<file path="src/pmoc_pkg.sv">
// Package for the on/off and write-lock command block of a PMBus regulator.
// Assumes a PMBus front end on the same clock that decodes frames into commands.
package pmoc_pkg;

    // Command codes of the registers held here, of clear faults and of the nominal voltage command.
    localparam logic [7:0] PMOC_CODE_OPERATING = 8'h01;
    localparam logic [7:0] PMOC_CODE_SWITCH_CFG = 8'h02;
    localparam logic [7:0] PMOC_CODE_CLEAR_FAULTS = 8'h03;
    localparam logic [7:0] PMOC_CODE_WRITE_LOCK = 8'h10;
    localparam logic [7:0] PMOC_CODE_NOMINAL_VOUT = 8'h21;

    // Reset values.
    localparam logic [7:0] PMOC_OPERATING_RESET = 8'h88;
    localparam logic [7:0] PMOC_SWITCH_CFG_RESET = 8'h1f;
    localparam logic [7:0] PMOC_WRITE_LOCK_RESET = 8'h00;

    // Writable bit masks; the other bits read as zero.
    localparam logic [7:0] PMOC_OPERATING_MASK = 8'hfc;
    localparam logic [7:0] PMOC_SWITCH_CFG_MASK = 8'h1f;
    localparam logic [7:0] PMOC_WRITE_LOCK_MASK = 8'he0;

    // Field positions of the operating-state command.
    localparam int PMOC_OP_ON_BIT = 7;
    localparam int PMOC_OP_SEQ_OFF_BIT = 6;
    localparam int PMOC_OP_MARGIN_HI = 5;
    localparam int PMOC_OP_MARGIN_LO = 4;
    localparam int PMOC_OP_MFLT_HI = 3;
    localparam int PMOC_OP_MFLT_LO = 2;

    // Field positions of the on/off configuration.
    localparam int PMOC_CFG_POWER_UP_POLICY = 4;
    localparam int PMOC_CFG_CMD_USE = 3;
    localparam int PMOC_CFG_PIN_USE = 2;
    localparam int PMOC_CFG_ENABLE_PIN_POLARITY = 1;
    localparam int PMOC_CFG_PIN_OFF_MODE = 0;

    // Field position of the write-lock level.
    localparam int PMOC_LOCK_HI = 7;
    localparam int PMOC_LOCK_LO = 5;

    // Write-lock levels.
    localparam logic [2:0] PMOC_LOCK_NONE = 3'h0;
    localparam logic [2:0] PMOC_LOCK_ALL = 3'h4;
    localparam logic [2:0] PMOC_LOCK_OPERATING = 3'h2;
    localparam logic [2:0] PMOC_LOCK_CONFIG = 3'h1;

    // Margin and margin fault codes.
    localparam logic [1:0] PMOC_MARGIN_NOMINAL = 2'h0;
    localparam logic [1:0] PMOC_MARGIN_LOW = 2'h1;
    localparam logic [1:0] PMOC_MARGIN_HIGH = 2'h2;
    localparam logic [1:0] PMOC_MFLT_IGNORE = 2'h1;
    localparam logic [1:0] PMOC_MFLT_RESPOND = 2'h2;

    // Timing: the shutdown counts run in whole milliseconds.
    localparam int PMOC_CLK_PERIOD_PS = 25000;
    localparam int PMOC_MS_PS = 1000000000;
    localparam int PMOC_MS_CYCLES = PMOC_MS_PS / PMOC_CLK_PERIOD_PS;
    localparam int PMOC_MS_WIDTH = 7;

    // One decoded command from the PMBus front end.
    typedef struct packed {
        logic valid;
        logic write;
        logic [7:0] code;
        logic [7:0] data;
    } pmoc_cmd_t;

    // Output state of the power stage control.
    typedef enum logic [1:0] {
        PMOC_OFF,
        PMOC_ON,
        PMOC_OFF_DELAY,
        PMOC_FALL
    } pmoc_state_t;

endpackage : pmoc_pkg

</file>
<file path="src/pmoc_control.sv">
// On/off, margin and write-lock command logic of a PMBus point-of-load regulator.
// Assumes a front end on clk that hands over one decoded command per valid cycle.
//
// What this block does
// Operating bit 7 enables output when set, disables when cleared, per configuration.
// Operating bit 6 zero turns off at once; one uses off delay and fall.
// Margin bits 5:4 pick nominal, low or high setpoint; 11b unsupported.
// Bits 3:2 at 01b ignore margin faults, at 10b apply fault responses.
// Power-up policy 0 starts regardless of pin; 1 needs pin and command as bits 2 and 3 select.
// Configuration bit 3 decides whether the operating on bit is obeyed.
// Configuration bit 2 set requires the enable pin before starting, when power-up policy bit 4 is 1.
// Enable pin polarity bit: 0 active low, 1 active high.
// Pin-caused turn-off: bit 0 clear uses delay and fall, set is immediate.
// Clear-faults command clears all status bits and releases the alert output.
// Lock 000b allows all writes; 100b only the write-lock command.
// Lock 010b adds operating command; 001b adds configuration and nominal voltage.
// A locked-out write changes no stored value and no regulator state.
// Sequenced shutdown waits off delay in milliseconds, then ramps for fall time.
`timescale 1ns/1ps
`default_nettype none

module pmoc_control #(
    parameter int MS_CYCLES = pmoc_pkg::PMOC_MS_CYCLES
) (
    input wire logic clk,
    input wire logic srst,
    input wire pmoc_pkg::pmoc_cmd_t cmd,
    input wire logic enable_pin,
    input wire logic [pmoc_pkg::PMOC_MS_WIDTH-1:0] off_delay_ms,
    input wire logic [pmoc_pkg::PMOC_MS_WIDTH-1:0] fall_time_ms,
    output logic [7:0] rd_data,
    output logic rd_valid,
    output logic write_refused,
    output logic nominal_write_ok,
    output logic [7:0] nominal_write_data,
    output logic clear_status,
    output logic alert_release,
    output logic output_enable,
    output logic ramp_down,
    output logic [1:0] setpoint_select,
    output logic margin_faults_ignored,
    output logic margin_faults_respond
);
    import pmoc_pkg::*;

    ////////////////////////////////////////////////////////////////////////////
    // Helpers.

    // Decides whether a write or send to a code passes the lock level.
    function automatic logic lock_allows(input logic [2:0] level, input logic [7:0] code);
        logic ok;
        ok = 1'b0;
        case (level)
            PMOC_LOCK_NONE: ok = 1'b1;
            PMOC_LOCK_ALL: ok = (code == PMOC_CODE_WRITE_LOCK);
            PMOC_LOCK_OPERATING: ok = (code == PMOC_CODE_WRITE_LOCK) ||
                (code == PMOC_CODE_OPERATING);
            PMOC_LOCK_CONFIG: ok = (code == PMOC_CODE_WRITE_LOCK) ||
                (code == PMOC_CODE_OPERATING) || (code == PMOC_CODE_SWITCH_CFG) ||
                (code == PMOC_CODE_NOMINAL_VOUT);
            default: ok = (code == PMOC_CODE_WRITE_LOCK);
        endcase
        return ok;
    endfunction : lock_allows

    ////////////////////////////////////////////////////////////////////////////
    // State.

    logic [7:0] operating_state_control;
    logic [7:0] output_switch_config;
    logic [7:0] write_lock_control;
    logic [7:0] next_operating_state_control;
    logic [7:0] next_output_switch_config;
    logic [7:0] next_write_lock_control;
    logic pin_meta;
    logic pin_sync;
    pmoc_state_t state;
    pmoc_state_t next_state;
    logic [31:0] tick;
    logic [31:0] next_tick;
    logic [PMOC_MS_WIDTH-1:0] ms_left;
    logic [PMOC_MS_WIDTH-1:0] next_ms_left;
    logic [7:0] next_rd_data;
    logic next_rd_valid;
    logic next_write_refused;
    logic next_nominal_write_ok;
    logic [7:0] next_nominal_write_data;
    logic next_clear_status;
    logic pin_active;
    logic pin_ok;
    logic cmd_ok;
    logic request_on;
    logic cmd_off;
    logic immediate_off;
    logic write_ok;
    logic supported;
    logic [7:0] masked;

    ////////////////////////////////////////////////////////////////////////////
    // Enable pin synchroniser and the on request.

    always_ff @(posedge clk) begin
        if (srst) begin
            pin_meta <= 1'b0;
            pin_sync <= 1'b0;
        end else begin
            pin_meta <= enable_pin;
            pin_sync <= pin_meta;
        end
    end

    // Combines the pin and the on bit as the configuration asks.
    always_comb begin
        pin_active = output_switch_config[PMOC_CFG_ENABLE_PIN_POLARITY] ?
            pin_sync : ~pin_sync;
        pin_ok = ~output_switch_config[PMOC_CFG_PIN_USE] | pin_active;
        cmd_ok = ~output_switch_config[PMOC_CFG_CMD_USE] |
            operating_state_control[PMOC_OP_ON_BIT];
        request_on = output_switch_config[PMOC_CFG_POWER_UP_POLICY] ?
            (pin_ok & cmd_ok) : cmd_ok;
        cmd_off = ~cmd_ok;
        immediate_off = cmd_off ? ~operating_state_control[PMOC_OP_SEQ_OFF_BIT]
            : output_switch_config[PMOC_CFG_PIN_OFF_MODE];
    end

    ////////////////////////////////////////////////////////////////////////////
    // Command decode and register updates.

    always_comb begin
        next_operating_state_control = operating_state_control;
        next_output_switch_config = output_switch_config;
        next_write_lock_control = write_lock_control;
        next_rd_data = rd_data;
        next_rd_valid = 1'b0;
        next_write_refused = 1'b0;
        next_nominal_write_ok = 1'b0;
        next_nominal_write_data = nominal_write_data;
        next_clear_status = 1'b0;
        write_ok = lock_allows(write_lock_control[PMOC_LOCK_HI:PMOC_LOCK_LO], cmd.code);
        supported = 1'b1;
        masked = 8'h00;
        if (cmd.valid && !cmd.write) begin
            next_rd_valid = 1'b1;
            case (cmd.code)
                PMOC_CODE_OPERATING: next_rd_data = operating_state_control;
                PMOC_CODE_SWITCH_CFG: next_rd_data = output_switch_config;
                PMOC_CODE_WRITE_LOCK: next_rd_data = write_lock_control;
                default: next_rd_data = 8'h00;
            endcase
        end else if (cmd.valid && cmd.write) begin
            if (!write_ok) begin
                next_write_refused = 1'b1;
            end else begin
                case (cmd.code)
                    PMOC_CODE_OPERATING: begin
                        masked = cmd.data & PMOC_OPERATING_MASK;
                        supported = (masked[PMOC_OP_MARGIN_HI:PMOC_OP_MARGIN_LO] != 2'h3) &&
                            ((masked[PMOC_OP_MFLT_HI:PMOC_OP_MFLT_LO] == PMOC_MFLT_IGNORE) ||
                            (masked[PMOC_OP_MFLT_HI:PMOC_OP_MFLT_LO] == PMOC_MFLT_RESPOND));
                        if (supported) begin
                            next_operating_state_control = masked;
                        end else begin
                            next_write_refused = 1'b1;
                        end
                    end
                    PMOC_CODE_SWITCH_CFG: begin
                        next_output_switch_config = cmd.data & PMOC_SWITCH_CFG_MASK;
                    end
                    PMOC_CODE_WRITE_LOCK: begin
                        masked = cmd.data & PMOC_WRITE_LOCK_MASK;
                        next_write_lock_control = masked;
                    end
                    PMOC_CODE_CLEAR_FAULTS: next_clear_status = 1'b1;
                    PMOC_CODE_NOMINAL_VOUT: begin
                        next_nominal_write_ok = 1'b1;
                        next_nominal_write_data = cmd.data;
                    end
                    default: next_write_refused = 1'b0;
                endcase
            end
        end
    end

    // Registers the command state.
    always_ff @(posedge clk) begin
        if (srst) begin
            operating_state_control <= PMOC_OPERATING_RESET;
            output_switch_config <= PMOC_SWITCH_CFG_RESET;
            write_lock_control <= PMOC_WRITE_LOCK_RESET;
            rd_data <= 8'h00;
            rd_valid <= 1'b0;
            write_refused <= 1'b0;
            nominal_write_ok <= 1'b0;
            nominal_write_data <= 8'h00;
            clear_status <= 1'b0;
            alert_release <= 1'b0;
            setpoint_select <= PMOC_MARGIN_NOMINAL;
            margin_faults_ignored <= 1'b0;
            margin_faults_respond <= 1'b1;
        end else begin
            operating_state_control <= next_operating_state_control;
            output_switch_config <= next_output_switch_config;
            write_lock_control <= next_write_lock_control;
            rd_data <= next_rd_data;
            rd_valid <= next_rd_valid;
            write_refused <= next_write_refused;
            nominal_write_ok <= next_nominal_write_ok;
            nominal_write_data <= next_nominal_write_data;
            clear_status <= next_clear_status;
            alert_release <= next_clear_status;
            setpoint_select <= next_operating_state_control[PMOC_OP_MARGIN_HI:PMOC_OP_MARGIN_LO];
            margin_faults_ignored <= (next_operating_state_control[PMOC_OP_MFLT_HI:PMOC_OP_MFLT_LO]
                == PMOC_MFLT_IGNORE);
            margin_faults_respond <= (next_operating_state_control[PMOC_OP_MFLT_HI:PMOC_OP_MFLT_LO]
                == PMOC_MFLT_RESPOND);
        end
    end

    ////////////////////////////////////////////////////////////////////////////
    // Output on/off sequencer.

    always_comb begin
        next_state = state;
        next_tick = tick;
        next_ms_left = ms_left;
        case (state)
            PMOC_OFF: begin
                if (request_on) begin
                    next_state = PMOC_ON;
                end
            end
            PMOC_ON: begin
                next_tick = 32'h0;
                if (!request_on) begin
                    if (immediate_off) begin
                        next_state = PMOC_OFF;
                    end else if (off_delay_ms != '0) begin
                        next_state = PMOC_OFF_DELAY;
                        next_ms_left = off_delay_ms;
                    end else if (fall_time_ms != '0) begin
                        next_state = PMOC_FALL;
                        next_ms_left = fall_time_ms;
                    end else begin
                        next_state = PMOC_OFF;
                    end
                end
            end
            PMOC_OFF_DELAY, PMOC_FALL: begin
                next_tick = tick + 32'h1;
                if (tick == 32'(MS_CYCLES - 1)) begin
                    next_tick = 32'h0;
                    next_ms_left = ms_left - 1'b1;
                    if (ms_left == 7'h1) begin
                        if (state == PMOC_OFF_DELAY && fall_time_ms != '0) begin
                            next_state = PMOC_FALL;
                            next_ms_left = fall_time_ms;
                        end else begin
                            next_state = PMOC_OFF;
                        end
                    end
                end
            end
            default: next_state = PMOC_OFF;
        endcase
    end

    // Registers the sequencer and drives the stage controls.
    always_ff @(posedge clk) begin
        if (srst) begin
            state <= PMOC_OFF;
            tick <= 32'h0;
            ms_left <= '0;
            output_enable <= 1'b0;
            ramp_down <= 1'b0;
        end else begin
            state <= next_state;
            tick <= next_tick;
            ms_left <= next_ms_left;
            output_enable <= (next_state != PMOC_OFF);
            ramp_down <= (next_state == PMOC_FALL);
        end
    end

endmodule : pmoc_control

`default_nettype wire

</file>
<file path="config.mk">
export PLATFORM = sky130hd
export DESIGN_NAME = pmoc_control
export DESIGN_NICKNAME = d
export VERILOG_FILES = /design/src/pmoc_pkg.sv /design/src/pmoc_control.sv
export SDC_FILE = /design/constraint.sdc
export NUM_CORES = 1
export LEC_CHECK = 0
export BUFFER_PORTS_ARGS = -buffer_cell sky130_fd_sc_hd__buf_2
export CAP_MARGIN = 40
export CORE_MARGIN = 10
export CORE_UTILIZATION = 61
export CTS_CLUSTER_DIAMETER = 80
export DETAILED_ROUTE_END_ITERATION = 10
export PLACE_DENSITY = 0.85
export SLEW_MARGIN = 20
export SYNTH_ARGS = -nofsm -noshare
export SYNTH_HDL_FRONTEND = slang
export SYNTH_SLANG_ARGS = --single-unit
</file>
<file path="constraint.sdc">
create_clock -name clk -period 3.3 [get_ports clk]
set_clock_uncertainty 0.15 [all_clocks]
set_input_delay 0.66 -clock clk [delete_from_list [all_inputs] [get_ports clk]]
set_output_delay 0.66 -clock clk [all_outputs]
set_load 0.02 [all_outputs]
</file>
==> results of run 1 <==
[Yosys cell counts (7+ instances only)]
cell	n
dfxtp_1	81
clkbuf_1	14
and3_1	14
nor3_1	23
nand2_1	49
nand4_1	14
a21o_1	21
nor2b_1	7
nor4_1	9
and2_1	9
a21oi_1	31
o21ai_0	26
nand3_1	22
inv_1	13
a31oi_1	14
mux2i_1	16
nor2_1	38
[stage by stage]
stage                     cell area, um2  hold WS, ns
final                               4690        0.306
after detailed placement            4500        0.275
after CTS                           4690        0.313
after floorplan                     4140        0.264
after global routing                4690        0.337
after global placement              4500        0.268
[routing by layer]
layer | vias to the layer above | wire [um] | global-route usage
met5 | - | 0 | 0
met4 | 0 | 161 | 0.0597
met3 | 18 | 731 | 0.0648
met2 | 133 | 5090 | 0.342
met1 | 1905 | 4620 | 0.255
li1 | 1987 | - | -
[registers in the layout (all words and copies together) (netlist names)]
name,flops
operating_state_control,4
rd_valid,1
ramp_down,1
write_lock_control,3
rd_data,8
output_enable,1
alert_release,1
margin_faults_respond,1
write_refused,1
pin_sync,1
tick,32
ms_left,7
output_switch_config,5
margin_faults_ignored,1
nominal_write_ok,1
state,2
pin_meta,1
setpoint_select,2
nominal_write_data,8
[cells in the final DEF (no fill, tap or decap), drive strengths merged, types with 3 or more instances in the layout]
| cell | synthesis | routed |
|---|---|---|
| inv | 14 | 19 |
| a21o | 21 | 21 |
| a22oi | 6 | 6 |
| a211oi | 6 | 6 |
| buf | 10 | 71 |
| nor3b | 3 | 3 |
| nor2b | 7 | 7 |
| nor3 | 25 | 25 |
| nand2 | 49 | 49 |
| and3 | 14 | 14 |
| a21oi | 31 | 31 |
| nand3 | 23 | 23 |
| ha | 3 | 3 |
| or3 | 5 | 5 |
| nor4 | 11 | 11 |
| nor2 | 38 | 38 |
| or2 | 6 | 6 |
| nand4 | 14 | 14 |
| nand2b | 3 | 3 |
| o21ai | 27 | 27 |
| a22o | 5 | 5 |
| mux2i | 16 | 16 |
| and2 | 10 | 10 |
| o211ai | 6 | 6 |
| clkbuf | 15 | 9 |
| dfxtp | 81 | 81 |
| a31oi | 14 | 14 |
| a2bb2oi | 3 | 3 |
| or4 | 3 | 3 |
[worst max-delay path: stages, from the launching register on]
cell and delay (ns):
dfxtp_1 0.39, ha_1 0.21, nand3_1 0.22, or3_1 0.47
nor3_2 0.33, or2_1 0.44, buf_4 0.22, nor4_1 0.06
a21o_1 0.15
[power by group through the flow]
stage          sequential, mW  combinational [mW]  clock, mW
2_1_floorplan            1.00              0.0517          0
3_3_place_gp             1.00               0.101          0
3_5_place_dp             1.00               0.104          0
4_1_cts                 0.981               0.104      0.723
5_1_grt                 0.982               0.116      0.765
6_report                0.981               0.105      0.713
[area by class of cell]
class	instances	area share
Clock buffer	9	0.0264
Clock inverter	7	0.0149
Inverter	14	0.0112
Multi-Input combinational cell	383	0.500
Sequential cell	81	0.346
Tap cell	77	0.0205
Timing Repair Buffer	71	0.0811
[kinds of logic after synthesis]
kind of cell             Yosys count  synth area share
multiplexers                      16            0.0387
XOR/XNOR                           2           0.00423
flip-flops                        81             0.392
AND/OR/NAND/NOR                  222             0.287
adder cells (fa/ha/maj)            3           0.00907
buffers and inverters             39            0.0417
AO/OA/AOI/OAI                    140             0.228
[worst max-delay path by stage]
stage	cells past startpoint	start	to	slack, ns
floorplan	6	fall_time_ms[3]	ms_left[0]	0.87
global placement	7	fall_time_ms[3]	output_enable	0.59
detailed placement	7	cmd[15]	nominal_write_data[1]	0.54
CTS	8	tick[0]	tick[27]	0.62
global route	7	tick[1]	tick[26]	0.43
finish	8	tick[0]	tick[27]	0.57
==> key figures, run 1 <==
Detailed routing
  – DR vias: 4,043
  – First-pass DRT Iterations: 5
  – # DRC: 0
  – WL/cell: 16.5 um
  – Drt total wl: 10,600 um
  – Post-route ant nets: 0
  – Vias per Instance: 6.30
  – Starting DRT DRC Count: 211

STA
  – Relative slew slack: 0.563
  – Slew Viols, Final: 0
  – Achievable Freq: 367 MHz
  – Setup violators final: 0
  – PnR worst setup slack: 0.572 ns
  – Fin. Hold Viols: 0
  – Min Tclk post-route: 2.73 ns
  – RSZ-0062 raised after global routing: false
  – Worst-margin pin slew: 0.655 ns
  – Total Neg Setup Slack: 0 ns
  – Crit share post-route: 0.827

CTS
  – Post-CTS Setup Bufs: 0
  – Num CTS Buffers: 9
  – CTS sink cnt: 81
  – Clk root buf: clkbuf_8
  – CTS HTree Levels: 3
  – CTS tree: built
  – Resized cells post-CTS: 0
  – Clock Latency Late Sink: 0.37 ns
  – # hold bufs at CTS: 0
  – CTS Buffer Depth: 2
  – Reg clk slew, reported paths: 0.10 ns

Global routing
  – Number of global-route vias before repair: approximately 3,800
  – Largest net degree at the start of global routing: 47
  – Gr usage total: 0.208
  – Grt total ovfl: 0
  – Initial antenna violation count: 0
  – Global-route wire length before repair: 17,600 um

Setup path
  – Crit path arrival time: 2.85 ns
  – Worst Reg-to-Reg Cells: 8
  – R2R Path Start: tick[0]
  – R2r setup slk: 0.57 ns
  – Crit Path Max Fanout: 11
  – Crit start category: flop
  – Critical path class: flop to flop
  – CP endpoint kind: flop
  – Critical Path RT: 3.42 ns
  – RR Endpoint: tick[27]

Power and ir drop
  – P_leak: 1.92 nW
  – Total power: 1.80 mW
  – Worst vdd ir: 0.000287 V
  – Seq pwr share: 0.545
  – Combinational Power Share: 0.059
  – Net Sw Power: 485 uW
  – Pwr/cell area: 384 mW/mm2
  – Internal Power: 1.31 mW
  – Clk pwr share: 0.396
  – Net Sw Frac: 0.270

Finish
  – Multi-input logic area: 0.00234 mm2
  – # fillers: 494
  – Area Overhead vs Synth: 13.3%
  – Final core occ: 0.726
  – Net count, final: 598
  – Antenna diode count: 0
  – Non-filler cells, final: 642
  – Register area: 0.00162 mm2
  – Share of cells above drive strength 1: 0.179

Run status
  – Status: finished, final reports clean

Synth
  – Post-synth net total: 541
  – Post-synthesis sequential area ratio: 0.392
  – Count of cell types in the netlist: 62
  – Syn Inst Count: 503
  – Synthesized cell area: approximately 0.0041 mm2
  – Ys flop type: dfxtp_1
  – Avg Cell Area, Syn: approximately 8 um2
  – Post-synth EDFFs: 0
  – Synth top area cells: dfxtp_1 39%, nand2_1 4.4%, mux2i_1 3.9%, a21o_1 3.8%, a21oi_1 3.7%
  – Flops & latches, synth: a little over 80
  – Synthesis warning total: 0
  – Synth area leader: dfxtp_1
  – Async set-or-reset flop fraction in the synthesized netlist: 0
  – Top-area cell type share of the netlist area: 0.392

Floorplan
  – Die height: 102 um
  – Core area: 0.00646 mm2
  – Die width: 102 um
  – Die area: 0.0105 mm2
  – Rows: 29
  – Initial Util: 0.641
  – Io pins: 62

Min path
  – Hold Path End: pin_sync
  – Hold path start: pin_meta
  – Hold Crit Depth: 1
  – Hold WC Path Type: flop to flop

Placed design
  – Cells after DPL: 626
  – IO buf count: 61
  – GP Congestion: roughly 0.96
  – DP Worst Slack: 0.542 ns
  – Detailed placer's ending HPWL: 7770 um

Run
  – # Max-Cap Violations: 0
Power figures use the tool's default switching activity.
==> run 2, diff against run 1 <==
- ABC_AREA: not set -> 1
- CORE_UTILIZATION: 61 -> 53
- PLACE_DENSITY: 0.85 -> 0.77
- clock period: 3.3 -> 2.5 ns (I/O delays scaled with it)
==> run 2 against run 1 <==
Net effect: synthesized cell count grew 45%; largest power group unchanged; flip-flop and latch count stayed put; register-to-register slack worse by 0.24 ns; die area is 26% higher; setup slack worse by 0.24 ns; via count grew 18%; critical path depth rose by 2; critical path type unchanged; first-iteration DRC count grew 22%; routed wire length grew 15%; synthesized area is 15% higher; hold slack worse by 0.11 ns.
==> key figures, run 2 <==
Finish
  – Area Overhead vs Synth: 13.4% (about the same)
  – Largest register FFs: 32 (unchanged)
  – Final core occ: 0.618 (-0.108)
  – Most common cell after layout, fill and taps aside: nand2_1
  – Register area: 0.00162 mm2 (unchanged)
  – Commonest non-fill, non-tap cells in the layout: 184 x nand2_1, 90 x inv_1, 81 x dfxtp_1
  – Share of cells above drive strength 1: 0.201 (+0.0220)
  – # fillers: 819 (+66%)
  – Top flop regs: tick x32, nominal_write_data x8, rd_data x8
  – Biggest register: tick
  – Antenna diode count: 0 (unchanged)
  – Net count, final: 825 (+38%)
  – Multi-input logic area: 0.00264 mm2 (+12%)

Detailed routing
  – Vias per Instance: 5.31 (-16%)
  – First-pass DRT Iterations: 4 (-1)
  – # DRC: 0 (unchanged)
  – Post-route ant nets: 0 (unchanged)
  – Drt total wl: 12,200 um (+15%)
  – DR vias: 4,780 (+18%)
  – WL/cell: 13.5 um (-18%)
  – Starting DRT DRC Count: 257 (+22%)

Synth
  – Compound-Gate Fraction of Synth Area: 0.114 (-0.114)
  – Count of cell types in the netlist: 46 (-26%)
  – Post-synth EDFFs: 0 (unchanged)
  – Avg Cell Area, Syn: 6.55 um2 (-20%)
  – Ys flop type: dfxtp_1
  – Synthesized cell area: 0.00478 mm2 (+15%)
  – Post-synthesis xor/xnor area fraction: 0.0293 (+0.0251)
  – Largest family of logic cells by synthesized area: simple AND/OR/NAND/NOR gates
  – Syn Inst Count: 729 (+45%)
  – Post-synth top cells: 184 x nand2_1, 90 x inv_1, 81 x dfxtp_1, 69 x nor2_1, 56 x a21oi_1
  – Synth top area cells: dfxtp_1 34%, nand2_1 14%, inv_1 7.1%, a21oi_1 5.9%, nor2_1 5.4%
  – Synth area leader: dfxtp_1
  – Simple-Gate Fraction of Synth Area: 0.400 (+0.113)
  – Post-synthesis sequential area ratio: 0.339 (-0.0523)
  – Async set-or-reset flop fraction in the synthesized netlist: 0 (unchanged)
  – Post-synth net total: 767 (+42%)
  – Top-count cell post-synth: nand2_1
  – Flops & latches, synth: 81 (unchanged)
  – Multiplexer share of the synthesized area: 0 (-0.0387)
  – Synth Area in Adders: 0.00786 (-0.00121)
  – Synthesis warning total: 0 (unchanged)
  – Top-area cell type share of the netlist area: 0.339 (-0.0523)

CTS
  – # hold bufs at CTS: 0 (unchanged)
  – Post-CTS Setup Bufs: 0 (unchanged)
  – Resized cells post-CTS: 0 (unchanged)
  – Clock Latency Late Sink: 0.36 ns (about the same)
  – Clk root buf: clkbuf_8
  – Reg clk slew, reported paths: 0.09 ns (about the same)
  – CTS Buffer Depth: 2 (unchanged)
  – Num CTS Buffers: 9 (unchanged)
  – CTS HTree Levels: 3 (unchanged)
  – CTS tree: built
  – CTS sink cnt: 81 (unchanged)

STA
  – Crit share post-route: 0.868 (+0.0418)
  – Setup violators final: 0 (unchanged)
  – Slew Viols, Final: 0 (unchanged)
  – Total Neg Setup Slack: 0 ns (unchanged)
  – Min Tclk post-route: 2.17 ns (-0.557 ns)
  – Relative slew slack: 0.673 (+0.110)
  – Fin. Hold Viols: 0 (unchanged)
  – RSZ-0062 raised after global routing: false
  – Worst-margin pin slew: 0.490 ns (-0.165 ns)
  – Achievable Freq: 461 MHz (+26%)

Global routing
  – Initial antenna violation count: 0 (unchanged)
  – Largest net degree at the start of global routing: 46 (-2.1%)
  – Global-route wire length before repair: 20,700 um (+17%)
  – Grt total ovfl: 0 (unchanged)
  – Gr usage total: 0.185 (-0.0225)
  – Number of global-route vias before repair: 4,598 (+22%)

Floorplan
  – Die area: 0.0132 mm2 (+26%)
  – Die height: 115 um (+12%)
  – Die width: 115 um (+12%)
  – Rows: 34 (+17%)
  – Initial Util: 0.545 (-0.0957)
  – Core area: 0.00876 mm2 (+36%)
  – Io pins: 62 (unchanged)

Min path
  – Hold Crit Depth: 3 (+2)
  – Hold WC Path Type: primary input to flop

Setup path
  – Critical path class: flop to flop
  – Critical Path RT: 2.58 ns (-0.84 ns)
  – Crit Path Max Fanout: 11 (unchanged)
  – Crit start category: flop
  – Crit path arrival time: 2.25 ns (-0.60 ns)
  – CP endpoint kind: flop
  – Worst Reg-to-Reg Cells: 10 (+2)

Power and ir drop
  – Worst vdd ir: 0.000387 V (+35%)
  – Pwr/cell area: 488 mW/mm2 (+27%)
  – P_leak: 2.43 nW (+27%)

Placed design
  – Detailed placer's ending HPWL: 9170 um (+18%)
  – IO buf count: 61 (unchanged)
  – GP Congestion: 0.936 (-2.0%)

Run status
  – Status: finished, final reports clean

Run
  – # Max-Cap Violations: 0 (unchanged)
-- run 2: area by class of cell --
class	count	share of cell area
Clock buffer	9	0.0229
Sequential cell	81	0.299
Timing Repair Buffer	71	0.0702
Multi-Input combinational cell	521	0.487
Inverter	103	0.0718
Clock inverter	7	0.0240
Tap cell	108	0.0249
-- run 2: worst max-delay path: stages (launching register included) --
cell      delay, ns
dfxtp_1        0.40
ha_1           0.23
nand3_2        0.14
nor4_1         0.21
nand2_1        0.10
nor2_2         0.20
inv_1          0.06
nand2_1        0.10
inv_1          0.22
o211ai_1       0.16
a21oi_1        0.08
-- run 2: where the power goes --
| part | total [mW] | internal (mW) | switching [mW] |
|---|---|---|---|
| Sequential | 1.29 | 1.29 | 0.00113 |
| Combinational | 0.121 | 0.0409 | 0.0803 |
| Clock | 1.23 | 0.685 | 0.542 |
-- run 2: worst paths after layout --
path,from,to,slack (ns)
setup / recovery,tick[0],tick[6],0.33
hold reg to reg,pin_meta,pin_sync,0.26
setup reg to reg,tick[0],tick[6],0.33
hold / removal,enable_pin,pin_meta,0.19
-- run 2: kinds of logic after synthesis --
group,Yosys count
buffers and inverters,127
AO/OA/AOI/OAI,103
flip-flops,81
adder cells (fa/ha/maj),3
AND/OR/NAND/NOR,399
XOR/XNOR,16
-- run 2: metal layers --
layer | vias to the layer above | global-route usage | part of all wire
li1 | 2429 | - | -
met4 | 0 | 0.0817 | 0.028
met3 | 35 | 0.0464 | 0.063
met2 | 148 | 0.306 | 0.47
met1 | 2168 | 0.223 | 0.44
met5 | - | 0 | 0
-- run 2: through the flow --
| step | power (mW) | setup slack, ns | hold slack (ns) | area (um2) | std cells |
|---|---|---|---|---|---|
| 6_report | 2.64 | 0.329 | 0.193 | 5420 | 900 |
| 5_1_grt | 2.73 | 0.109 | 0.185 | 5420 | 900 |
| 4_1_cts | 2.66 | 0.335 | 0.183 | 5420 | 900 |
| 3_5_place_dp | 1.44 | 0.221 | 0.256 | 5160 | 884 |
| 3_3_place_gp | 1.44 | 0.347 | 0.253 | 5160 | 884 |
| 2_1_floorplan | 1.39 | 0.628 | 0.238 | 4780 | 729 |
==> run 3, diff against run 2 <==
- ABC_AREA: 1 -> not set
- CORE_UTILIZATION: 53 -> 61
- PLACE_DENSITY: 0.77 -> 0.85
- REMOVE_ABC_BUFFERS: not set -> 1
- clock period: 2.5 -> 2.6 ns (I/O delays scaled with it)
==> run 3 against run 2 <==
Net effect: fmax decreased by 12%; design area down 12%; setup slack worse by 0.20 ns; die area fell by 21%.
==> key figures, run 3 (same netlist as run 1, synthesis figures left out) <==
STA
  – RSZ-0062 raised after global routing: false
  – Slew Viols, Final: 0 (unchanged)
  – Min Tclk post-route: 2.47 ns (+0.297 ns)
  – Worst-margin pin slew: 0.651 ns (+0.161 ns)
  – Relative slew slack: 0.566 (-0.107)
  – Achievable Freq: 405 MHz (-12%)
  – Hold_ws: 0.215 ns (+0.0222 ns)
  – Crit share post-route: 0.949 (+0.0807)
  – Fin. Hold Viols: 0 (unchanged)
  – Setup violators final: 0 (unchanged)

Run status
  – Status: finished, final reports clean

Floorplan
  – Die width: 102 um (-11%)
  – Io pins: 62 (unchanged)
  – Die height: 102 um (-11%)
  – Rows: 29 (-15%)
  – Die area: 0.0105 mm2 (-21%)
  – Initial Util: 0.641 (+0.0957)
  – Core area: 0.00646 mm2 (-26%)

Power and ir drop
  – Worst vdd ir: 0.000433 V (+12%)
  – P_leak: 1.95 nW (-20%)
  – Total power: 2.26 mW (-15%)
  – Pwr/cell area: 476 mW/mm2 (-2.4%)

Finish
  – Non-filler cells, final: 650 (-28%)
  – # fillers: 486 (-41%)
  – Final core occ: 0.735 (+0.117)
  – Most common cell after layout, fill and taps aside: dfxtp_1
  – Biggest register: tick
  – Share of cells above drive strength 1: 0.190 (-0.0105)
  – Net count, final: 606 (-27%)
  – Commonest non-fill, non-tap cells in the layout: 81 x dfxtp_1, 61 x buf_2, 49 x nand2_1
  – Largest register FFs: 32 (unchanged)
  – Final instance area: 0.00475 mm2 (-12%)
  – Antenna diode count: 0 (unchanged)
  – Area Overhead vs Synth: 14.7%
  – Top flop regs: tick x32, nominal_write_data x8, rd_data x8

Global routing
  – Number of global-route vias before repair: 3,933 (-14%)
  – Gr usage total: 0.206 (+0.0212)
  – Global-route wire length before repair: 17,700 um (-15%)
  – Largest net degree at the start of global routing: 47 (+2.2%)
  – Initial antenna violation count: 0 (unchanged)
  – Grt total ovfl: 0 (unchanged)

Setup path
  – Crit path arrival time: 2.58 ns (+0.33 ns)
  – CP endpoint kind: flop
  – R2r setup slk: 0.13 ns (-0.20 ns)
  – Critical path class: flop to flop
  – Crit Path Max Fanout: 8 (-3)
  – RR Endpoint: tick[15]
  – Crit start category: flop
  – Critical Path RT: 2.71 ns (+0.13 ns)
  – R2R Path Start: tick[0]
  – Crit path launch: tick[0]
  – Setup crit end: tick[15]
  – Worst Reg-to-Reg Cells: 8 (-2)

Placed design
  – Detailed placer's ending HPWL: 7860 um (-14%)
  – Post-DP Area: 0.00456 mm2 (-12%)
  – Cells after DPL: 634 (-28%)
  – IO buf count: 61 (unchanged)
  – GP Congestion: 0.894 (-4.5%)

Detailed routing
  – DR vias: 4,087 (-14%)
  – WL/cell: 16.5 um (+23%)
  – # DRC: 0 (unchanged)
  – Drt total wl: 10,800 um (-11%)
  – Starting DRT DRC Count: 211 (-18%)
  – First-pass DRT Iterations: 5 (+1)
  – Vias per Instance: 6.29 (+18%)
  – Post-route ant nets: 0 (unchanged)

Min path
  – Hold Crit Depth: 2 (-1)
  – Hold WC Path Type: primary input to flop

CTS
  – # hold bufs at CTS: 0 (unchanged)
  – CTS tree: built
  – Clk root buf: clkbuf_8
  – CTS HTree Levels: 3 (unchanged)
  – Num CTS Buffers: 9 (unchanged)
  – CTS sink cnt: 81 (unchanged)
  – Reg clk slew, reported paths: 0.08 ns (about the same)
  – Clock Latency Late Sink: 0.37 ns (about the same)
  – CTS Buffer Depth: 2 (unchanged)

Run
  – # Max-Cap Violations: 0 (unchanged)
==> run 3: changes by cell type in the layout (fill, tap and decap cells not counted), moves of 13 or more <==
cell / previous run / this run
a21o_1: 0 / 21
a21oi_1: 56 / 31
a31oi_1: 0 / 14
and3_1: 1 / 14
inv_1: 90 / 13
mux2i_1: 0 / 16
nand2_1: 184 / 49
nand2_2: 15 / 0
nand3_1: 48 / 22
nor2_1: 68 / 38
==> run 3: how the worst min path moves through the flow <==
stage | endpoint | slack (ns) | from
finish | pin_meta | 0.21 | enable_pin
global route | pin_meta | 0.23 | enable_pin
CTS | pin_meta | 0.22 | enable_pin
detailed placement | pin_sync | 0.29 | pin_meta
global placement | pin_sync | 0.27 | pin_meta
floorplan | pin_sync | 0.26 | pin_meta
==> run 3: power breakdown <==
part | switching, mW | leakage, nW | internal [mW]
registers | 0.00262 | 0.653 | 1.24
logic | 0.0814 | 1.21 | 0.0513
clock network | 0.478 | 0.0842 | 0.402
total | 0.562 | 1.95 | 1.70
==> run 3: layout make-up <==
cell class	count	area, um2	share of cell area
clock buffer	11	151	0.0319
multi-input combinational	383	2340	0.494
timing repair buffer	79	440	0.0928
sequential	81	1620	0.342
tap	77	96.3	0.0203
clock inverter	5	38.8	0.00817
inverter	14	52.6	0.0111
==> run 3: timing repair <==
action,in CTS,in global routing
endpoints found under the setup margin,0,2
setup buffers,0,0
gates resized for setup,0,1
==> run 3: critical path, cell delays in order, from the launching register on <==
cell     delay, ns
dfxtp_1       0.39
ha_1          0.21
nand3_1       0.10
or3_1         0.44
nor3_2        0.30
or2_1         0.35
buf_4         0.19
a31oi_1       0.04
o22a_1        0.20
==> run 3: layer usage <==
metal / vias up / GRT usage / part of all wire / wire, um
li1: 2001 / - / - / -
met3: 26 / 0.0634 / 0.065 / 695
met1: 1905 / 0.251 / 0.44 / 4680
met5: - / 0 / 0 / 0
met2: 155 / 0.335 / 0.48 / 5170
met4: 0 / 0.0803 / 0.020 / 210
==> run 3: stage by stage <==
stage	setup slack (ns)	setup TNS (ns)
final	0.132	0
after global routing	0.00496	0
after CTS	0.142	0
after detailed placement	0.0441	0
after global placement	0.114	0
after floorplan	-0.133	-0.790
